**config.mk**
```make
export PLATFORM = sky130hd
export DESIGN_NAME = ring_control_command_unit
export DESIGN_NICKNAME = d
export VERILOG_FILES = /design/src/design/ring_cmd_pkg.sv /design/src/design/ring_cmd_if.sv /design/src/design/ring_cmd_decoder.sv /design/src/design/ring_control_command_unit.sv
export VERILOG_INCLUDE_DIRS = /design/src /design/src/design
export SDC_FILE = /design/constraint.sdc
export NUM_CORES = 1
export LEC_CHECK = 0
export CORE_AREA = 10 10 360 362
export DETAILED_ROUTE_END_ITERATION = 10
export DIE_AREA = 0 0 370 372
export DONT_BUFFER_PORTS = 1
export SLEW_MARGIN = 10
export SYNTH_ARGS = -nofsm -noshare
export SYNTH_HDL_FRONTEND = slang
export SYNTH_HIERARCHICAL = 1
export SYNTH_SLANG_ARGS = --single-unit
```
**constraint.sdc**
```tcl
create_clock -name pclk -period 5 [get_ports pclk]
set_input_delay 1.25 -clock pclk [delete_from_list [all_inputs] [get_ports pclk]]
set_output_delay 1.25 -clock pclk [all_outputs]
set_load 0.05 [all_outputs]
```
**src/design/ring_cmd_cfg.svh**
```systemverilog
// Constants of the ring control command unit: offsets, field positions, codes, reset values.
`ifndef RING_CMD_CFG_SVH
`define RING_CMD_CFG_SVH

`define RCU_OFF_CMD_LO 12'h000
`define RCU_OFF_CMD_HI 12'h004
`define RCU_OFF_STATUS 12'h008
`define RCU_OFF_RING_EN 12'h00c
`define RCU_OFF_IND_LO 12'h010
`define RCU_OFF_IND_HI 12'h014
`define RCU_OFF_RING_STATE 12'h018

`define RCU_CMD_BIT 63
`define RCU_LEAD_HI 61
`define RCU_LEAD_LO 57
`define RCU_LEAD_VAL 5'h1f
`define RCU_SUB_HI 56
`define RCU_SUB_LO 51
`define RCU_SUB_STOP 6'h04
`define RCU_SUB_RESET 6'h14
`define RCU_SUB_READ 6'h10
`define RCU_SUB_READ_MASK 6'h3d
`define RCU_DEST_BIT 52
`define RCU_RING_HI 50
`define RCU_RING_LO 48
`define RCU_ECHO_HI 62
`define RCU_MAX_TX_RING 3'h5

`define RCU_ST_PEND_BIT 8
`define RCU_ST_BUSY_BIT 9
`define RCU_ST_BAD_BIT 10

`define RCU_WORD_RST 32'h0000_0000
`define RCU_IND_RST 64'h0000_0000_0000_0000

`endif

```
**src/design/ring_cmd_pkg.sv**
```systemverilog
// Types shared by the ring control command unit and its decoder.
package ring_cmd_pkg;

  typedef enum logic [1:0] {
    OP_NONE = 2'b00,
    OP_STOP = 2'b01,
    OP_READ = 2'b11,
    OP_RESET = 2'b10
  } op_e;

  typedef enum logic [1:0] {
    RS_UNDEF = 2'b00,
    RS_ACTIVE = 2'b01,
    RS_STOPPING = 2'b11,
    RS_STOPPED = 2'b10
  } ring_st_e;

  typedef enum logic [1:0] {
    E_IDLE = 2'b00,
    E_DRAIN = 2'b01,
    E_FLUSH = 2'b11,
    E_IND = 2'b10
  } eng_e;

endpackage

```
**src/design/ring_cmd_if.sv**
```systemverilog
// Interface between the command engine and the command word decoder.
`timescale 1ns/100ps
`default_nettype none

interface ring_cmd_if;
  import ring_cmd_pkg::*;
  logic [63:0] word;
  op_e op;
  logic [2:0] ring;
  logic dest;
  logic ring_ok;

  modport dec (input word, output op, output ring, output dest, output ring_ok);
  modport eng (output word, input op, input ring, input dest, input ring_ok);
endinterface

`default_nettype wire

```
**src/design/ring_cmd_decoder.sv**
```systemverilog
// Command word decoder for stop, read-parameters and ring reset commands.
`timescale 1ns/100ps
`default_nettype none
`include "ring_cmd_cfg.svh"

module ring_cmd_decoder
  import ring_cmd_pkg::*;
(
  // Command word and decoded fields.
  ring_cmd_if.dec cif
);

  logic [5:0] sub;
  logic lead_ok;

  // Bits 62 and 47 to 0 take no part in the match.
  assign sub = cif.word[`RCU_SUB_HI:`RCU_SUB_LO];
  assign lead_ok = cif.word[`RCU_CMD_BIT] &&
                   (cif.word[`RCU_LEAD_HI:`RCU_LEAD_LO] == `RCU_LEAD_VAL);
  assign cif.ring = cif.word[`RCU_RING_HI:`RCU_RING_LO];
  assign cif.dest = cif.word[`RCU_DEST_BIT];

  always_comb
  begin
    cif.op = OP_NONE;
    if (lead_ok && sub == `RCU_SUB_STOP)
    begin
      cif.op = OP_STOP;
    end
    else if (lead_ok && sub == `RCU_SUB_RESET)
    begin
      cif.op = OP_RESET;
    end
    else if (lead_ok && (sub & `RCU_SUB_READ_MASK) == `RCU_SUB_READ)
    begin
      cif.op = OP_READ;
    end
  end

  // Read accepts rings 0 to 7; stop and reset only 0 to 5.
  assign cif.ring_ok = (cif.op == OP_READ) || (cif.ring <= `RCU_MAX_TX_RING);

endmodule

`default_nettype wire

```
**src/design/ring_control_command_unit.sv**
```systemverilog
// Ring control command unit: APB port command register, descriptor command input, engine.
`timescale 1ns/100ps
`default_nettype none
`include "ring_cmd_cfg.svh"

module ring_control_command_unit
  import ring_cmd_pkg::*;
#(
  parameter int RINGS = 8
)
(
  // APB slave.
  input wire logic pclk,
  input wire logic presetn,
  input wire logic psel,
  input wire logic penable,
  input wire logic pwrite,
  input wire logic [11:0] paddr,
  input wire logic [31:0] pwdata,
  input wire logic [3:0] pstrb,
  output logic [31:0] prdata,
  output logic pready,
  output logic pslverr,
  // Commands fetched from a transmit descriptor ring.
  input wire logic desc_valid,
  input wire logic [63:0] desc_word,
  input wire logic [2:0] desc_src_ring,
  output logic desc_ready,
  // Ring state machines and transmit FIFOs.
  input wire logic [7:0] tx_busy,
  input wire logic [7:0] define_evt,
  input wire logic [15:0][12:0] ptr_rd_lo,
  input wire logic [15:0][15:0] ptr_hi,
  input wire logic [15:0][12:0] ptr_wr_lo,
  output logic [7:0] tx_hold,
  output logic [7:0] ring_release,
  output logic [7:0] ring_purge,
  output logic [7:0] deferred_ind,
  // Indication write-back path.
  output logic flush_req,
  output logic [2:0] flush_ring,
  input wire logic flush_done,
  output logic stop_done,
  output logic ind_valid,
  output logic [63:0] ind_word,
  input wire logic ind_ready
);

  if (RINGS != 8)
  begin : g_bad_rings
    $error("Ring count must be 8 to match the 3-bit ring field.");
  end

  typedef struct packed {
    eng_e eng;
    logic [31:0] cmd_lo;
    logic [31:0] cmd_hi;
    logic port_pend;
    logic [2:0] cur_ring;
    logic cur_self;
    logic [7:0][1:0] ring_st;
    logic [7:0] hold;
    logic [7:0] ring_not_ready_flag;
    logic [7:0] self_pend;
    logic bad_cmd;
    logic [63:0] ind_word;
    logic ind_valid;
    logic flush_req;
    logic stop_done;
    logic [7:0] release_p;
    logic [7:0] purge_p;
    logic [7:0] defer_p;
    logic pready;
    logic [31:0] prdata;
    logic pslverr;
    logic desc_ready;
  } state_s;

  state_s q;
  state_s n;

  ring_cmd_if cif();

  ring_cmd_decoder u_dec (
    .cif(cif.dec)
  );

  function automatic logic [31:0] strobe_merge(input logic [31:0] old, input logic [31:0] wd,
                                                input logic [3:0] strb);
    logic [31:0] r;
    r = old;
    for (int b = 0; b < 4; b++)
    begin
      if (strb[b])
      begin
        r[b*8 +: 8] = wd[b*8 +: 8];
      end
    end
    return r;
  endfunction

  logic take_desc;
  logic take_port;
  logic apb_setup;
  logic apb_write;
  logic [31:0] status_word;
  logic [31:0] en_word;

  // A descriptor entry wins the cycle it is offered; the port command follows.
  assign take_desc = desc_valid && q.desc_ready;
  assign take_port = !take_desc && q.port_pend && q.eng == E_IDLE && !q.ind_valid;
  assign cif.word = take_desc ? desc_word : {q.cmd_hi, q.cmd_lo};
  assign apb_setup = psel && !penable;
  assign apb_write = psel && penable && pwrite && q.pready && !q.pslverr;
  assign en_word = strobe_merge(32'h0000_0000, pwdata, pstrb);

  always_comb
  begin
    status_word = 32'h0000_0000;
    status_word[7:0] = q.ring_not_ready_flag;
    status_word[`RCU_ST_PEND_BIT] = q.port_pend;
    status_word[`RCU_ST_BUSY_BIT] = (q.eng != E_IDLE);
    status_word[`RCU_ST_BAD_BIT] = q.bad_cmd;
  end

  always_comb
  begin
    n = q;
    n.pready = 1'b0;
    n.pslverr = 1'b0;
    n.prdata = 32'h0000_0000;
    n.stop_done = 1'b0;
    n.release_p = 8'h00;
    n.purge_p = 8'h00;
    n.defer_p = 8'h00;

    // Read data is latched in the setup cycle so the access phase needs no wait.
    if (apb_setup)
    begin
      n.pready = 1'b1;
      unique case (paddr)
        `RCU_OFF_CMD_LO: n.prdata = q.cmd_lo;
        `RCU_OFF_CMD_HI:
        begin
          n.prdata = q.cmd_hi;
          n.pslverr = pwrite && q.port_pend;
        end
        `RCU_OFF_STATUS: n.prdata = status_word;
        `RCU_OFF_RING_EN: n.prdata = {24'h00_0000, q.hold};
        `RCU_OFF_IND_LO:
        begin
          n.prdata = q.ind_word[31:0];
          n.pslverr = pwrite;
        end
        `RCU_OFF_IND_HI:
        begin
          n.prdata = q.ind_word[63:32];
          n.pslverr = pwrite;
        end
        `RCU_OFF_RING_STATE:
        begin
          n.prdata = {16'h0000, q.ring_st};
          n.pslverr = pwrite;
        end
        default: n.pslverr = 1'b1;
      endcase
    end

    if (apb_write)
    begin
      unique case (paddr)
        `RCU_OFF_CMD_LO: n.cmd_lo = strobe_merge(q.cmd_lo, pwdata, pstrb);
        `RCU_OFF_CMD_HI:
        begin
          n.cmd_hi = strobe_merge(q.cmd_hi, pwdata, pstrb);
          n.port_pend = 1'b1;
        end
        `RCU_OFF_STATUS:
        begin
          if (en_word[`RCU_ST_BAD_BIT])
          begin
            n.bad_cmd = 1'b0;
          end
        end
        `RCU_OFF_RING_EN:
        begin
          for (int i = 0; i < 8; i++)
          begin
            // Re-enable lifts the hold and releases any deferred indication; the FIFO contents were never touched.
            if (en_word[i] && ring_st_e'(q.ring_st[i]) == RS_STOPPED)
            begin
              n.ring_st[i] = RS_ACTIVE;
              n.hold[i] = 1'b0;
              if (q.self_pend[i])
              begin
                n.defer_p[i] = 1'b1;
                n.self_pend[i] = 1'b0;
                n.ring_not_ready_flag[i] = 1'b0;
              end
            end
          end
        end
        default:
        begin
        end
      endcase
    end

    // Redefinition of a stopped ring drops its old data and any deferred indication.
    for (int i = 0; i < 8; i++)
    begin
      if (define_evt[i])
      begin
        if (ring_st_e'(q.ring_st[i]) == RS_STOPPED)
        begin
          n.purge_p[i] = 1'b1;
          n.self_pend[i] = 1'b0;
          n.ring_not_ready_flag[i] = 1'b0;
        end
        n.ring_st[i] = RS_ACTIVE;
        n.hold[i] = 1'b0;
      end
    end

    unique case (q.eng)
      E_IDLE:
      begin
        if (take_desc || take_port)
        begin
          n.port_pend = take_desc ? n.port_pend : 1'b0;
          n.cur_ring = cif.ring;
          n.cur_self = take_desc && (desc_src_ring == cif.ring);
          if (cif.op == OP_NONE || !cif.ring_ok)
          begin
            n.bad_cmd = 1'b1;
          end
          else if (cif.op == OP_STOP)
          begin
            n.hold[cif.ring] = 1'b1;
            n.ring_st[cif.ring] = RS_STOPPING;
            n.eng = E_DRAIN;
          end
          else if (cif.op == OP_RESET)
          begin
            n.ring_st[cif.ring] = RS_UNDEF;
            n.release_p[cif.ring] = 1'b1;
            n.hold[cif.ring] = 1'b0;
            n.self_pend[cif.ring] = 1'b0;
            n.ring_not_ready_flag[cif.ring] = 1'b0;
          end
          else
          begin
            // Pointers come live from the ring machines, indexed by selector and number.
            n.ind_word = {1'b0, cif.word[`RCU_ECHO_HI:`RCU_RING_LO],
                          ptr_rd_lo[{cif.dest, cif.ring}], 3'b000,
                          ptr_hi[{cif.dest, cif.ring}],
                          ptr_wr_lo[{cif.dest, cif.ring}], 3'b000};
            n.ind_valid = 1'b1;
            n.eng = E_IND;
          end
        end
      end
      E_DRAIN:
      begin
        // The frame or DMA move in flight runs to its end before the stop proceeds.
        if (!tx_busy[q.cur_ring])
        begin
          n.ring_st[q.cur_ring] = RS_STOPPED;
          if (q.cur_self)
          begin
            n.ring_not_ready_flag[q.cur_ring] = 1'b1;
            n.self_pend[q.cur_ring] = 1'b1;
            n.eng = E_IDLE;
          end
          else
          begin
            n.flush_req = 1'b1;
            n.eng = E_FLUSH;
          end
        end
      end
      E_FLUSH:
      begin
        if (flush_done)
        begin
          n.flush_req = 1'b0;
          n.stop_done = 1'b1;
          n.eng = E_IDLE;
        end
      end
      E_IND:
      begin
        if (ind_ready)
        begin
          n.ind_valid = 1'b0;
          n.eng = E_IDLE;
        end
      end
    endcase

    // A new descriptor entry is offered only when nothing waits to run.
    n.desc_ready = (n.eng == E_IDLE) && !n.port_pend && !n.ind_valid;
  end

  always_ff @(posedge pclk or negedge presetn)
  begin
    if (!presetn)
    begin
      q <= '{eng: E_IDLE, cmd_lo: `RCU_WORD_RST, cmd_hi: `RCU_WORD_RST,
             ring_st: {8{RS_UNDEF}}, ind_word: `RCU_IND_RST, default: '0};
    end
    else
    begin
      q <= n;
    end
  end

  assign prdata = q.prdata;
  assign pready = q.pready;
  assign pslverr = q.pslverr;
  assign desc_ready = q.desc_ready;
  assign tx_hold = q.hold;
  assign ring_release = q.release_p;
  assign ring_purge = q.purge_p;
  assign deferred_ind = q.defer_p;
  assign flush_req = q.flush_req;
  assign flush_ring = q.cur_ring;
  assign stop_done = q.stop_done;
  assign ind_valid = q.ind_valid;
  assign ind_word = q.ind_word;

endmodule

`default_nettype wire

```
==> run_results.csv <==
group,metric,value,unit
setup_path,ff2ff_path_depth,14,
min_path,hp-class,"in2async",
finish,layout-drive-gt1-share,0.2729,
route,dr.first_iter.drc_count,1475,
synthesis,avgSynthCellArea,9.723,um^2
finish,nets,2460,
sta,worstMarginPinSlew,1.059,ns
route,via_per_inst,4.653,
grt,grt_pass1_vias,15760,
finish,final_util,0.1626,
synthesis,ys_warn_count,6,
floorplanning,start_util,0.1391,
clock_tree,cts_tree,"yes",
route,routed_wl,133600,um
place,gp_congestion,0.9228,
clock_tree,htree_levels,1,
clock_tree,cts_hold_buf,0,
setup_path,crit_type,"in2reg",
grt,grt_max_degree,232,
setup_path,path_max_fanout,9,
floorplanning,coreArea,122700,um^2
clock_tree,ctsLongestPathBuffers,3,
route,vias,15480,
clock_tree,clkSinkCount,231,
job,drv_cap,0,
grt,grt_pass1_wl,167300,um
sta,rsz0062_at_grt,"no",
sta,min_period_over_period,0.8862,
power_and_ir_drop,vdd_ir_drop_max,274.9,uV
setup_path,r2r-end,"ind_word[47]",
setup_path,end_kind,"flop",
status,status,"finished, final reports clean",
clock_tree,clk_pin_slew,0.06,ns
route,wl_per_cell,40.14,um
setup_path,crit_required,5.48,ns
floorplanning,rows,129,
sta,holdWs,0.3512,ns
clock_tree,post_cts_buffers,0,
finish,syn_to_final_growth,16.91,%
power_and_ir_drop,power_density,260.4,nW/um^2
route,drtPass1Iterations,5,
synthesis,syn_inst,1755,
power_and_ir_drop,leakage,7.926,nW
sta,hold_viol,0,
route,drcViolationCount,0,
sta,slew_headroom,0.2938,
grt,antenna_found_initial,84,
setup_path,reg2reg_slack,0.62,ns
setup_path,cp_data_arrival_time,4.91,ns
clock_tree,clock-root-buffer,"clkbuf_16",
clock_tree,cts-buffers-inserted,31,
floorplanning,die_w,370,um
sta,max_freq,225.7,MHz
place,io_buffers,0,
floorplanning,die_area,137600,um^2
route,final_antenna_net_count,0,
sta,finClkSkew,0.02638,ns
clock_tree,clk_latency,0.63,ns
sta,slew_violations,0,
sta,min_period,4.431,ns
place,hpwl,113500,um
floorplanning,io_pins,948,
sta,finalSetupViolations,0,
setup_path,r2r_start,"desc_ready",
grt,grt-ovfl-total,0,
setup_path,startpoint_type,"input port",
synthesis,netlist_area,17060,um^2
grt,grt.total_usage,0.1830,
floorplanning,die_h,372,um
clock_tree,cts_resized,0,
[per-layer routing]
metal | track usage | routed length (um) | up-vias
li1 | - | - | 6296
met1 | 0.2137 | 50780 | 7803
met5 | 0 | 420 | -
met3 | 0.08117 | 15620 | 226
met4 | 0.04768 | 4235 | 54
met2 | 0.3033 | 62500 | 1102
[registers in the layout, indices dropped and copies added, names as in the netlist]
name          flops
q               101
ind_word         57
prdata           32
deferred_ind      8
ring_purge        8
ring_release      8
tx_hold           8
flush_ring        3
desc_ready        1
flush_req         1
ind_valid         1
pready            1
pslverr           1
stop_done         1
[critical path, cell delays in order]
cell and delay, ns:
and2_2 0.34, mux2_2 0.45, nor3_2 0.37, nand4_1 0.14
buf_4 0.18, a21oi_1 0.31, inv_1 0.12, ha_1 0.24
nor2b_1 0.23, o2111a_4 0.34, nand2b_1 0.09, buf_4 0.19
a221oi_2 0.47, a211oi_1 0.15
[per-stage QoR]
stage / setup TNS [ns] / area (um^2) / setup slack, ns / total power, W / cells
2_1_floorplan: 0 / 17090 / 0.5857 / 0.002419 / 1761
3_3_place_gp: -1.871 / 18790 / -0.4561 / 0.002783 / 3250
3_5_place_dp: -1.286 / 18790 / -0.4329 / 0.002788 / 3250
4_1_cts: 0 / 19890 / 0.1221 / 0.005304 / 3304
5_1_grt: 0 / 19920 / 0.1145 / 0.005398 / 3314
6_report: 0 / 19950 / 0.5692 / 0.005196 / 3327
[final cells by class]
cell class              count  area, um^2
clock inverters            16       249.0
well taps                1637        2048
multi-input cells        1231        9801
clock buffers              38       842.1
inverters                  24       92.59
flip-flops and latches    231        5781
diodes                     23       57.56
fillers                 13760      102700
repair buffers            127        1079
[worst max path at each step]
stage                   endpoint  slack, ns        from  depth (start not counted)
floorplan           ind_word[38]       0.59  desc_valid                         14
global placement    ind_word[47]      -0.46  desc_valid                         14
detailed placement  ind_word[47]      -0.43  desc_valid                         14
CTS                 ind_word[47]       0.12  desc_ready                         14
global route        ind_word[39]       0.11  desc_ready                         15
finish              ind_word[47]       0.57  desc_valid                         14
[placed cells by master (no fill, tap or decap), types with 9 or more instances in the layout]
master,instances
dfrtp_1,231
nand2_1,180
mux2_2,176
buf_4,117
nor2_1,93
mux2i_1,81
o21ai_0,68
a22oi_1,62
mux4_2,56
a21oi_1,53
a221oi_1,44
clkbuf_16,31
a221o_1,30
o22ai_1,26
and3_1,25
diode_2,23
inv_1,22
a31oi_1,22
a22o_1,21
nor3_1,20
nand3_1,18
nand2b_1,17
a211oi_1,17
o2bb2ai_1,14
and2_1,13
o31ai_1,11
nor2b_1,10
buf_12,10
nand3b_1,9
mux2_1,9
[report_power, final]
group / internal [W] / switching (W)
clock: 0.00146 / 0.00101
combinational: 0.000324 / 0.000510
sequential: 0.00187 / 0.0000217
No activity file was read; power rests on OpenSTA's default activity.
